[src/wspc_params.svh]
// Constants for the wake/sleep power controller.
// Assumes inclusion by bare name from the package and modules.
`ifndef WSPC_PARAMS_SVH
`define WSPC_PARAMS_SVH
`define WSPC_CLK_HZ 10000000
`define WSPC_POR_NS 1000
`define WSPC_POR_CYC ((`WSPC_POR_NS * (`WSPC_CLK_HZ / 1000000) + 999) / 1000)
`define WSPC_LPO_DIV 305
`define WSPC_SNIFF_TICKS 16'h0040
`define WSPC_EVENT_TICKS 16'h0004
`define WSPC_WAKE_POL_RST 1'b0
`define WSPC_HOST_POL_RST 1'b1
`define WSPC_SYNC_STAGES 2
`endif

[src/wspc_pkg.sv]
// Types shared by the wake/sleep power controller modules.
// Assumes the params header is on the include path.
`include "wspc_params.svh"
package wspc_pkg;
  typedef enum logic [3:0] {
    WSPC_AWAKE = 4'h1,
    WSPC_SLEEP = 4'h2,
    WSPC_EVENT = 4'h4,
    WSPC_LOWPWR = 4'h8
  } wspc_state_t;
endpackage

[src/wspc_sync_if.sv]
// Interface carrying raw and synchronised host-side levels.
// Assumes a single clock domain.
`timescale 1ns/1ps
interface wspc_sync_if;
  logic wake_raw;
  logic rst_n_raw;
  logic wake_sync;
  logic rst_n_sync;
  modport src (output wake_raw, output rst_n_raw, input wake_sync, input rst_n_sync);
  modport snk (input wake_raw, input rst_n_raw, output wake_sync, output rst_n_sync);
endinterface

[src/wspc_sync.sv]
// Two-flop synchroniser for the host wake and external reset pins.
// Assumes one clock and a synchronous active-high reset.
`timescale 1ns/1ps
`include "wspc_params.svh"
module wspc_sync #(
  parameter int STAGES = `WSPC_SYNC_STAGES
) (
  input wire logic clk_i,
  input wire logic srst_i,
  wspc_sync_if.snk sif
);
  logic [STAGES-1:0] wake_q;
  logic [STAGES-1:0] rst_q;
  logic [STAGES-1:0] next_wake_q;
  logic [STAGES-1:0] next_rst_q;

  // Elaboration-time check: one stage would let a metastable level reach the decision logic.
  if (STAGES < 2) begin
    $error("wspc_sync needs at least two stages");
  end

  always_comb begin
    next_wake_q = {wake_q[STAGES-2:0], sif.wake_raw};
    next_rst_q = {rst_q[STAGES-2:0], sif.rst_n_raw};
  end

  // Reset idles at inactive levels: wake high (default polarity) and reset released.
  always_ff @(posedge clk_i) begin
    if (srst_i) begin
      wake_q <= {STAGES{1'b1}};
      rst_q <= {STAGES{1'b1}};
    end else begin
      wake_q <= next_wake_q;
      rst_q <= next_rst_q;
    end
  end

  assign sif.wake_sync = wake_q[STAGES-1];
  assign sif.rst_n_sync = rst_q[STAGES-1];
endmodule

[src/wspc_top.sv]
// Wake/sleep power controller: host wake handshake, clock request, reset and duty cycling.
// Assumes one 10 MHz clock; host pins are asynchronous and synchronised here.
// Behaviour
// While the host wake input is active the device stays fully awake.
// With host wake inactive the device sleeps only once its own sleep criteria hold.
// Host wake polarity is software selectable and defaults to active low.
// The device asserts its host wake output while it needs host attention.
// The host sleeps only when host wake output is inactive and its own criteria hold.
// Host wake output polarity is software selectable.
// Clock request is asserted whenever the reference clock is needed.
// A low external reset holds the block in its power-on state.
// An internal power-on reset initialises the block with no host action.
// Radio transmit and receive enables follow packet activity only; the code also holds both enables off while asleep.
// In sniff, hold and park the block runs from slow ticks and wakes after a preset interval.
// With the USB host link the wake input instead disables the radio.
// A sleeping scan or sniff session is woken by slow-tick timers per event and sleeps after it.
// Host wake during a session keeps the session but blocks sleep between events.
// While asleep core state is kept and nonessential clocks are gated off.
// Wake and reset inputs pass two flip-flop stages before use.
`timescale 1ns/1ps
`include "wspc_params.svh"
module wspc_top
  import wspc_pkg::*;
#(
  parameter int POR_CYC = `WSPC_POR_CYC,
  parameter int LPO_DIV = `WSPC_LPO_DIV
) (
  // Clock and reset
  input wire logic clk_i,
  input wire logic srst_i,
  // Host pins
  input wire logic device_wake_request_in_i,
  input wire logic ext_rst_n_i,
  output logic host_wake_request_out_o,
  output logic ref_clock_request_out_o,
  // Software configuration
  input wire logic wake_pol_high_i,
  input wire logic host_pol_high_i,
  input wire logic usb_mode_i,
  input wire logic sleep_enable_i,
  input wire logic host_attn_i,
  input wire logic session_active_i,
  input wire logic lowpwr_mode_i,
  input wire logic [15:0] session_ticks_i,
  input wire logic [15:0] lowpwr_ticks_i,
  // Baseband packet activity
  input wire logic pkt_tx_i,
  input wire logic pkt_rx_i,
  // Outputs to the rest of the chip
  output logic core_rst_o,
  output logic core_clk_en_o,
  output logic radio_tx_en_o,
  output logic radio_rx_en_o,
  output logic radio_disable_o,
  output logic asleep_o
);
  // Elaboration-time checks: both counters are 16 bits wide.
  if (POR_CYC < 1 || POR_CYC > 65535) begin
    $error("POR_CYC must lie between 1 and 65535");
  end
  if (LPO_DIV < 2 || LPO_DIV > 65536) begin
    $error("LPO_DIV must lie between 2 and 65536");
  end

  wspc_sync_if sif ();
  assign sif.wake_raw = device_wake_request_in_i;
  assign sif.rst_n_raw = ext_rst_n_i;
  wspc_sync #(.STAGES(`WSPC_SYNC_STAGES)) u_sync (
    .clk_i(clk_i),
    .srst_i(srst_i),
    .sif(sif)
  );

  // Power-on reset counter; the chip reset also follows the external pin.
  logic [15:0] por_cnt, next_por_cnt;
  logic rst_hold, next_rst_hold;
  logic ext_rst;
  assign ext_rst = !sif.rst_n_sync;
  always_comb begin
    next_por_cnt = por_cnt;
    next_rst_hold = 1'b0;
    if (ext_rst) begin
      next_por_cnt = 16'h0000;
      next_rst_hold = 1'b1;
    end else if (por_cnt < 16'(POR_CYC)) begin
      next_por_cnt = por_cnt + 16'h0001;
      next_rst_hold = 1'b1;
    end
  end
  always_ff @(posedge clk_i) begin
    if (srst_i) begin
      por_cnt <= 16'h0000;
      rst_hold <= 1'b1;
    end else begin
      por_cnt <= next_por_cnt;
      rst_hold <= next_rst_hold;
    end
  end

  // Slow oscillator tick, derived as an enable pulse from the system clock.
  logic [15:0] lpo_cnt, next_lpo_cnt;
  logic lpo_tick;
  always_comb begin
    lpo_tick = (lpo_cnt == 16'(LPO_DIV - 1));
    next_lpo_cnt = lpo_tick ? 16'h0000 : lpo_cnt + 16'h0001;
  end
  always_ff @(posedge clk_i) begin
    if (srst_i || rst_hold) lpo_cnt <= 16'h0000;
    else lpo_cnt <= next_lpo_cnt;
  end

  // Wake demand with polarity; in USB mode the pin becomes radio disable instead.
  logic wake_active, host_demand;
  assign wake_active = (sif.wake_sync == wake_pol_high_i);
  assign host_demand = wake_active && !usb_mode_i;

  wspc_state_t state, next_state;
  logic [15:0] tmr, next_tmr;
  logic next_asleep, next_clk_en, next_clk_req, next_tx, next_rx, next_dis, next_host;

  always_comb begin
    next_state = state;
    next_tmr = tmr;
    unique case (state)
      WSPC_AWAKE: begin
        // Sleep only when the host releases wake and the device's own criteria allow.
        if (!host_demand && sleep_enable_i && !host_attn_i) begin
          if (lowpwr_mode_i) begin
            next_state = WSPC_LOWPWR;
            next_tmr = lowpwr_ticks_i;
          end else begin
            next_state = WSPC_SLEEP;
            next_tmr = session_ticks_i;
          end
        end
      end
      WSPC_SLEEP: begin
        if (host_demand || host_attn_i) begin
          next_state = WSPC_AWAKE;
        end else if (session_active_i && lpo_tick) begin
          if (tmr == 16'h0000) begin
            next_state = WSPC_EVENT;
            next_tmr = `WSPC_EVENT_TICKS;
          end else begin
            next_tmr = tmr - 16'h0001;
          end
        end
      end
      WSPC_EVENT: begin
        if (lpo_tick) begin
          if (tmr == 16'h0000) begin
            // After the event, sleep again unless the host now demands wake or host attention is requested.
            next_state = (host_demand || host_attn_i) ? WSPC_AWAKE : WSPC_SLEEP;
            next_tmr = session_ticks_i;
          end else begin
            next_tmr = tmr - 16'h0001;
          end
        end
      end
      WSPC_LOWPWR: begin
        if (host_demand || host_attn_i) begin
          next_state = WSPC_AWAKE;
        end else if (lpo_tick) begin
          if (tmr == 16'h0000) next_state = WSPC_AWAKE;
          else next_tmr = tmr - 16'h0001;
        end
      end
      default: next_state = WSPC_AWAKE;
    endcase
    next_asleep = (next_state == WSPC_SLEEP) || (next_state == WSPC_LOWPWR);
    next_clk_en = !next_asleep;
    next_clk_req = !next_asleep;
    next_tx = !next_asleep && pkt_tx_i;
    next_rx = !next_asleep && pkt_rx_i;
    next_dis = usb_mode_i && wake_active;
    next_host = host_attn_i ~^ host_pol_high_i;
  end

  always_ff @(posedge clk_i) begin
    if (srst_i || rst_hold) begin
      state <= WSPC_AWAKE;
      tmr <= 16'h0000;
      asleep_o <= 1'b0;
      core_clk_en_o <= 1'b1;
      ref_clock_request_out_o <= 1'b1;
      radio_tx_en_o <= 1'b0;
      radio_rx_en_o <= 1'b0;
      radio_disable_o <= 1'b0;
      host_wake_request_out_o <= !`WSPC_HOST_POL_RST;
    end else begin
      state <= next_state;
      tmr <= next_tmr;
      asleep_o <= next_asleep;
      core_clk_en_o <= next_clk_en;
      ref_clock_request_out_o <= next_clk_req;
      radio_tx_en_o <= next_tx;
      radio_rx_en_o <= next_rx;
      radio_disable_o <= next_dis;
      host_wake_request_out_o <= next_host;
    end
  end

  always_ff @(posedge clk_i) begin
    if (srst_i) core_rst_o <= 1'b1;
    else core_rst_o <= rst_hold;
  end

  // Assertions.
  wake_blocks_sleep_a: assert property (@(posedge clk_i) disable iff (srst_i || rst_hold)
    host_demand |=> !(state inside {WSPC_SLEEP, WSPC_LOWPWR}))
    else $error("slept while host demanded wake");
  sleep_needs_crit_a: assert property (@(posedge clk_i) disable iff (srst_i || rst_hold)
    (state == WSPC_AWAKE) && !sleep_enable_i |=> state == WSPC_AWAKE)
    else $error("slept without sleep enable");
  wake_polarity_a: assert property (@(posedge clk_i) disable iff (srst_i || rst_hold)
    host_demand == (!usb_mode_i && ($past(device_wake_request_in_i, 2) == wake_pol_high_i)))
    else $error("wake polarity wrong");
  host_wake_out_a: assert property (@(posedge clk_i) disable iff (srst_i || rst_hold)
    host_attn_i |=> host_wake_request_out_o == $past(host_pol_high_i))
    else $error("host wake output not asserted");
  clock_req_a: assert property (@(posedge clk_i) disable iff (srst_i || rst_hold)
    ref_clock_request_out_o == !asleep_o)
    else $error("clock request mismatch");
  ext_reset_a: assert property (@(posedge clk_i) disable iff (srst_i)
    ext_rst |=> ##1 core_rst_o)
    else $error("external reset not applied");
  radio_gate_a: assert property (@(posedge clk_i) disable iff (srst_i || rst_hold)
    asleep_o |-> !radio_tx_en_o && !radio_rx_en_o)
    else $error("radio on while asleep");
  usb_disable_a: assert property (@(posedge clk_i) disable iff (srst_i || rst_hold)
    usb_mode_i && wake_active |=> radio_disable_o)
    else $error("radio disable missed");
  event_resleep_a: assert property (@(posedge clk_i) disable iff (srst_i || rst_hold)
    (state == WSPC_EVENT) && lpo_tick && tmr == 16'h0000 && !host_demand && !host_attn_i
    |=> state == WSPC_SLEEP)
    else $error("no return to sleep after event");
  clk_gate_a: assert property (@(posedge clk_i) disable iff (srst_i || rst_hold)
    core_clk_en_o == !asleep_o)
    else $error("clock gate mismatch");
  cov_sleep_c: cover property (@(posedge clk_i) state == WSPC_SLEEP);
  cov_event_c: cover property (@(posedge clk_i) state == WSPC_EVENT);
  cov_lowpwr_wake_c: cover property (@(posedge clk_i) state == WSPC_LOWPWR ##1 state == WSPC_AWAKE);
endmodule
[config.mk]
export PLATFORM = sky130hd
export DESIGN_NAME = wspc_top
export DESIGN_NICKNAME = d
export VERILOG_FILES = /design/src/wspc_pkg.sv /design/src/wspc_sync_if.sv /design/src/wspc_sync.sv /design/src/wspc_top.sv
export VERILOG_INCLUDE_DIRS = /design/src
export SDC_FILE = /design/constraint.sdc
export NUM_CORES = 1
export LEC_CHECK = 0
export ABC_CLOCK_PERIOD_IN_PS = 2700
export BUFFER_PORTS_ARGS = -buffer_cell sky130_fd_sc_hd__buf_2
export CAP_MARGIN = 20
export CORE_MARGIN = 4
export CORE_UTILIZATION = 58
export CTS_BUF_LIST = sky130_fd_sc_hd__clkbuf_4 sky130_fd_sc_hd__clkbuf_8
export CTS_CLUSTER_DIAMETER = 200
export DETAILED_ROUTE_END_ITERATION = 10
export GPL_ROUTABILITY_DRIVEN = 0
export PLACE_DENSITY = 0.81
export SLEW_MARGIN = 15
export SYNTH_ARGS = -nofsm -noshare
export SYNTH_HDL_FRONTEND = slang
export SYNTH_SLANG_ARGS = --single-unit
[constraint.sdc]
create_clock -name clk_i -period 2.7 [get_ports clk_i]
set_clock_uncertainty 0.2 [all_clocks]
set_input_delay 0.54 -clock clk_i [delete_from_list [all_inputs] [get_ports clk_i]]
set_output_delay 0.54 -clock clk_i [all_outputs]
set_load 0.01 [all_outputs]
Yosys cells after proc, flatten, opt, wreduce, memory -nomap -nowiden. Index checks and enable logic that the tools add are counted.

Bits in registers: 64. Bits of input ports: 45. Output and inout bits: 8. Word-level logic and storage cells: 78.

Add/sub/neg operators: 3. Magnitude comparators: 1. Equal/unequal tests: 15. Multiplexer cells: 24. Bitwise logic cells: 2. Reduce and logical (&&, ||, !) cells: 19.

Operator list (count): $mux 16 (10); $pmux 16 s4 (1); $mux 4 (10); $add 16x1->16 const B (2); $eq 16x9->1 const B (1); $logic_not 16->1 (1); $lt 16x4->1 const B (1); $pmux 4 s4 (1); $sub 16x1->16 const B (1); $ne 2x2->1 const B (7); $eq 4x2->1 const B (2); $eq 4x4->1 const B (2); $reduce_and 8->1 (1); $logic_and 1x1->1 (7); $eq 4x1->1 const B (1); $eq 4x3->1 const B (1); $logic_not 1->1 (4); $reduce_bool 4->1 (1); $reduce_or 2->1 (2); $logic_or 1x1->1 (3); $mux 2 (1); $eq 1x1->1 (1); $mux 1 (1); $not 1->1 (1); $xnor 1x1->1 (1).

Longest topological paths before layout. Gate-level depths: netlist of run 1.

Depth after elaboration: 11. Mapped depth: 10. Depth with buffers taken out: 8.

Cells and area by module. Synthesis of run 1 repeated with hierarchy kept, for this count alone.

Cell total of the unflattened synthesis: 375. Area, all modules: 3324.4 um2.

Modules (own cells, without submodules): wspc_top (instances 1, cells an instance 367, area an instance 3219.3 um2, seq. area each 1201.2 um2); wspc_sync (instances 1, cells an instance 8, area an instance 105.1 um2, seq. area each 80.1 um2).

Worst setup path before layout of run 1. Ideal clock, no wire load.

Path kind: in2reg. Start: input wake_pol_high_i. End: register tmr[11]. Library setup time: 0.131 ns. Arrival time: 1.875 ns. Data required time: 2.369 ns. Setup slack: 0.494 ns. Stages: 7. Path buffers: 1. Path through: xor2_1 o21ai_0 a221oi_4 o211ai_4 buf_6 o211ai_2 o31ai_1.

Longest elaborated chain between the ends: 7. Elaborated cells between the ends (all ways): 10. Classes of those cells: eq/ne (4); reduce/logical (6).

Ends and longest elaborated chain: start: declaration (line wspc_top.sv:37) `input wire logic wake_pol_high_i,`; $eq 1x1->1 * (line wspc_top.sv:114) `assign wake_active = (sif.wake_sync == wake_pol_high_i);`; $logic_and 1x1->1 * (line wspc_top.sv:115) `assign host_demand = wake_active && !usb_mode_i;`; $logic_not 1->1 (line wspc_top.sv:127) `if (!host_demand && sleep_enable_i && !host_attn_i) begin`; $logic_and 1x1->1 (2 in series) (line wspc_top.sv:127); $ne 2x2->1 (no line); $reduce_and 8->1 (no line) *; end signal: assignment (line wspc_top.sv:192) `tmr <= next_tmr;`; end: declaration (line wspc_top.sv:118) `logic [15:0] tmr, next_tmr;`.

Mark *: on every way between the ends. The rest lies on a longest branch, timed or not. A chain may end at the register's enable or synchronous reset.

Worst setup path in the final report of run 1.
Start: register state[2]. End: register tmr[15].

Longest elaborated chain between the ends: 3. Elaborated cells between the ends (all ways): 14. Classes of those cells: eq/ne (11); mux (1); reduce/logical (2).

Ends and longest elaborated chain: start: declaration (line wspc_top.sv:117) `wspc_state_t state, next_state;`; start signal: assignment (line wspc_top.sv:191) `state <= next_state;`; $eq 4x4->1 (tied with other cells) (line wspc_top.sv:124) `unique case (state)`; $reduce_bool 4->1 (no line) / $ne 2x2->1 (equally long branches); $reduce_and 8->1 (no line).

Parallel ways exist; a longest one is shown, timed or not.

==> results.cfg, run 1 <==
[setup_path]
end_kind = flop
path_max_fanout = 12
arrival_ns = 2.58
start_kind = flop
crit_required_ns = 2.77
path_class = reg2reg

[detailed_routing]
wirelength_um = 7770
drc = 0
vias = 2955
avgRoutedWirePerCell_um = 15.7
dr.pass1.iters = 8
postRouteAntennaNets = 0
routed_via_density = 5.96
drt_iter0_markers = 287

[floorplanning]
initial_utilization = 0.596
pin_count = 53
die-height_um = 83.2
dieWidth_um = 83.2
core_area_um2 = 5510
die-area_um2 = 6930
rows = 27

[synth]
synth_area_leaders = dfxtp_1, nor2_1, xor2_1
avgSynthCellArea_um2 = 9.04
syn-num-nets = 413
yosysTopAreaCell = dfxtp_1
yosys_warnings = 0
synth.yosys.seq_area_share = 0.390
synthAdderAreaFrac = 0.0191
yosysUniqueCellTypes = 65
ys_ff_latch = 64
synth_top_family_by_area = simple AND/OR/NAND/NOR gates
synthCells = 363
syn_area_um2 = 3280
synth.top_cell.area_share = 0.390
synthXorXnorAreaFrac = 0.0534
synth_edf_count = 0
synth-main-ff-cell = dfxtp_1
ys_async_sr_fraction = 0
synth_compound_area_frac = 0.198
synth-simple-area-share = 0.273
synth.area.mux_share = 0.0248

[power]
vdd_drop_max_uv = 407
power_density_nw_per_um2 = 559
fin_total_pwr_uw = 2180
p_leak_uw = 0.00160

[timing]
worst_pin_slew_ns = 0.816
period_share = 0.930
finalWorstPathRequiredPeriod_ns = 2.51
maxSlewHeadroom = 0.454
hold_viol = 0
finalSetupViolCount = 0
maxSlewViolCount = 0
setup_slack_ns = 0.188
fmax_mhz = 398
tns_ns = 0
hold_ws_ns = 0.191

[final_layout]
multi_input_area_um2 = 1880
nNetsFinal = 470
area_growth_pct = 18.5
diodes = 0
fill_cells = 448
seqCellArea_um2 = 1280
final_common_cell = dfxtp_1
fin_util = 0.706
final_cell_mix = dfxtp_1, nor2_1, buf_2
drive_gt1_frac = 0.257

[global_routing]
grt_pass1_wl_um = 12900
grt.overflow.total = 0
grt_use_met1 = 0.279
grt_max_degree = 25
antenna_found_initial = 0
grt_pass1_vias = 2814
track_usage = 0.229
met3_usage = 0.0595
grt_busiest_layer = met2
use_met2 = 0.378

[job]
max-cap-violations = 0

[clock_network]
clockBufferDepth = 2
clock_sinks = 64
cts-htree-levels = 3
clk_latency_ns = 0.34
clockRootBuffer = clkbuf_8
cts_tree = done
cts_buffers = 9
postCtsSetupBuffers = 0
path_clk_slew_ns = 0.08

[placed_design]
io_buffers = 52
dp_hpwl_um = 5410
place_ws_ns = 0.00892

[worst_hold_path]
hp-class = in2reg

[status]
outcome = completed
==> stage by stage <==
| stage | instances | area (um^2) |
|---|---|---|
| 3_5_place_dp | 480 | 3600 |
| 5_1_grt | 496 | 3890 |
| 2_1_floorplan | 363 | 3280 |
| 3_3_place_gp | 480 | 3600 |
| 4_1_cts | 495 | 3870 |
| 6_report | 496 | 3890 |
==> final timing paths <==
kind	startpoint	slack, ns	cells after the start	to
hold / removal	ext_rst_n_i	0.19	2	u_sync.rst_q[0]
setup / recovery	state[2]	0.19	6	tmr[15]
setup reg to reg	state[2]	0.19	6	tmr[15]
hold reg to reg	u_sync.rst_q[0]	0.21	1	u_sync.rst_q[1]
==> power by group <==
group / internal [uW] / switching (uW) / total, uW
combinational: 54.4 / 63.4 / 118
sequential: 950 / 3.84 / 954
clock: 729 / 375 / 1100
==> layer usage <==
metal	up-vias	wire length [um]
met4	0	204
met2	127	3780
met1	1379	3300
met3	20	487
li1	1429	-
met5	-	0
==> area by class of cell <==
class | count | share of cell area
multi-input cells | 273 | 0.484
repair buffers | 61 | 0.0843
clock inverters | 5 | 0.0331
well taps | 72 | 0.0232
clock buffers | 10 | 0.0354
flip-flops and latches | 64 | 0.329
inverters | 11 | 0.0106
==> registers in the layout (all words and copies together) (netlist names), 2 cells and up <==
signal / flops
u_sync.wake_q: 2
tmr: 16
por_cnt: 16
state: 4
u_sync.rst_q: 2
lpo_cnt: 16
==> repair_timing <==
action	in CTS	in global routing
hold buffers	0	0
endpoints found under the setup margin	0	8
resized for setup	0	1
==> cells in the mapped netlist, drive strengths merged, types with 11 or more instances <==
master	instances
dfxtp	64
nand2	21
a21oi	20
nand3	13
xor2	14
and2	12
inv	11
o211ai	11
o21ai	13
nor2	55
buf	12
==> worst max-delay path: stages (launching register included) <==
cell and delay, ns:
dfxtp_1 0.57, o21ai_0 0.20, o211a_1 0.28, a221oi_4 0.42
o211ai_2 0.37, a21o_1 0.27, a21oi_1 0.12
==> cells by family after synthesis <==
logic type	after synthesis
AO/OA/AOI/OAI	84
XOR/XNOR	20
adder cells (fa/ha/maj)	5
buffers and inverters	27
flip-flops	64
multiplexers	8
AND/OR/NAND/NOR	155
Power figures use the tool's default switching activity.
==> inputs of run 2 (changes only) <==
--- a/config.mk
+++ b/config.mk
@@ -15,7 +15,7 @@
 export CTS_CLUSTER_DIAMETER = 200
 export DETAILED_ROUTE_END_ITERATION = 10
 export GPL_ROUTABILITY_DRIVEN = 0
-export PLACE_DENSITY = 0.81
+export PLACE_DENSITY_LB_ADDON = 0.2
 export SLEW_MARGIN = 15
 export SYNTH_ARGS = -nofsm -noshare
 export SYNTH_HDL_FRONTEND = slang
==> run 2 against run 1 <==
- global-route usage down 0.96 points
- critical endpoint is now tmr[6]
- core utilization down 1.7 points
- register-to-register slack about the same
- highest routed layer unchanged
==> results.cfg, run 2 (synthesis results as in run 1) <==
[power]
vdd_drop_max_uv = 462
power_density_nw_per_um2 = 483
p_leak_uw = 0.00155
fin_total_pwr_uw = 1840

[final_layout]
drive_gt1_frac = 0.253
final_common_cell = dfxtp_1
area_growth_pct = 15.7
nNetsFinal = 468
final_cell_mix = dfxtp_1, nor2_1, buf_2
fill_cells = 458
diodes = 0
reg_top3 = lpo_cnt x16, por_cnt x16, tmr x16

[timing]
maxSlewHeadroom = 0.612
period_share = 0.925
finalWorstPathRequiredPeriod_ns = 2.50
worst_pin_slew_ns = 0.577
rsz0062_at_grt = true
fmax_mhz = 400
hold_viol = 0
hold_ws_ns = 0.176
finalSetupViolCount = 0
maxSlewViolCount = 0

[setup_path]
r2r_setup_slack_ns = 0.20
start_kind = flop
crit_required_ns = 2.71
r2r_cells = 9
end_kind = flop
arrival_ns = 2.51
path_class = reg2reg
rr_startpoint = lpo_cnt[0]
r2r_end = tmr[6]
slowest_stage = a221oi_4
crit_chain = inv_1 > ha_1 > nor3b_1 > nand4_2 > a221oi_4 > o211ai_4 > buf_12 > o211ai_2 > o31ai_1
path_max_fanout = 19
slowest_delay_ns = 0.37
crit_family = compound AO/OA/AOI/OAI gates
crit_buf_inv = 2

[worst_hold_path]
min_to = u_sync.rst_q[0]
min_from = ext_rst_n_i
worstHoldPathCells = 2
hp-class = in2reg

[detailed_routing]
vias = 2777
dr.pass1.iters = 4
postRouteAntennaNets = 0
wirelength_um = 7250
drt_iter0_markers = 161
avgRoutedWirePerCell_um = 14.6
drc = 0
routed_via_density = 5.61

[floorplanning]
die-area_um2 = 6930
initial_utilization = 0.596
core_area_um2 = 5510
pin_count = 53
dieWidth_um = 83.2
rows = 27
die-height_um = 83.2

[placed_design]
io_buffers = 52
dp_hpwl_um = 5270

[clock_network]
cts_resized = 0
clockBufferDepth = 2
cts_tree = done
postCtsSetupBuffers = 0
cts_buffers = 9
path_clk_slew_ns = 0.07
clk_latency_ns = 0.35
cts-htree-levels = 3
clockRootBuffer = clkbuf_8
clock_sinks = 64

[global_routing]
antenna_found_initial = 0
grt.overflow.total = 0
track_usage = 0.219
grt_pass1_vias = 2695
grt_pass1_wl_um = 12500
grt_max_degree = 20

[job]
max-cap-violations = 0

[status]
outcome = completed
==> run 2: layer usage <==
metal | share of wire | vias to the layer above | global-route usage
li1 | - | 1418 | -
met2 | 0.47 | 74 | 0.358
met1 | 0.45 | 1274 | 0.269
met5 | 0 | - | 0
met4 | 0.013 | 0 | 0.0550
met3 | 0.066 | 11 | 0.0873
==> run 2: area by class of cell <==
type | count | area, um^2 | share of cell area
Sequential cell | 64 | 1280 | 0.337
Tap cell | 72 | 90.1 | 0.0237
Inverter | 11 | 41.3 | 0.0109
Clock inverter | 4 | 28.8 | 0.00758
Timing Repair Buffer | 60 | 333 | 0.0876
Clock buffer | 12 | 159 | 0.0418
Multi-Input combinational cell | 272 | 1860 | 0.491
==> run 2: worst max path at each step <==
stage | from | endpoint | slack (ns) | depth (start not counted)
finish | lpo_cnt[0] | tmr[6] | 0.20 | 9
global placement | wake_pol_high_i | tmr[4] | 0.21 | 8
detailed placement | wake_pol_high_i | tmr[12] | 0.18 | 8
CTS | lpo_cnt[0] | tmr[6] | 0.19 | 9
global route | tmr[0] | tmr[9] | -0.02 | 8
floorplan | wake_pol_high_i | tmr[11] | 0.49 | 7
==> run 2: through the flow <==
stage | worst slack [ns] | util | area [um^2] | cells | setup TNS (ns)
after floorplan | 0.494 | - | 3280 | 363 | 0
final | 0.202 | 0.690 | 3800 | 495 | 0
after global routing | -0.0160 | 0.690 | 3800 | 495 | -0.0181
after global placement | 0.212 | 0.656 | 3610 | 479 | 0
after detailed placement | 0.184 | 0.656 | 3610 | 479 | 0
after CTS | 0.192 | 0.690 | 3800 | 495 | 0
==> run 2: timing repair <==
item,4_1_cts,5_1_grt
setup endpoints to repair,0,2
hold buffers,0,0
endpoints found under the hold margin,0,0
==> run 2: power breakdown <==
part	internal [uW]	switching [uW]	leakage, uW
combinational	56.0	61.7	0.000941
sequential	950	4.11	0.000517
clock	393	370	0.0000920
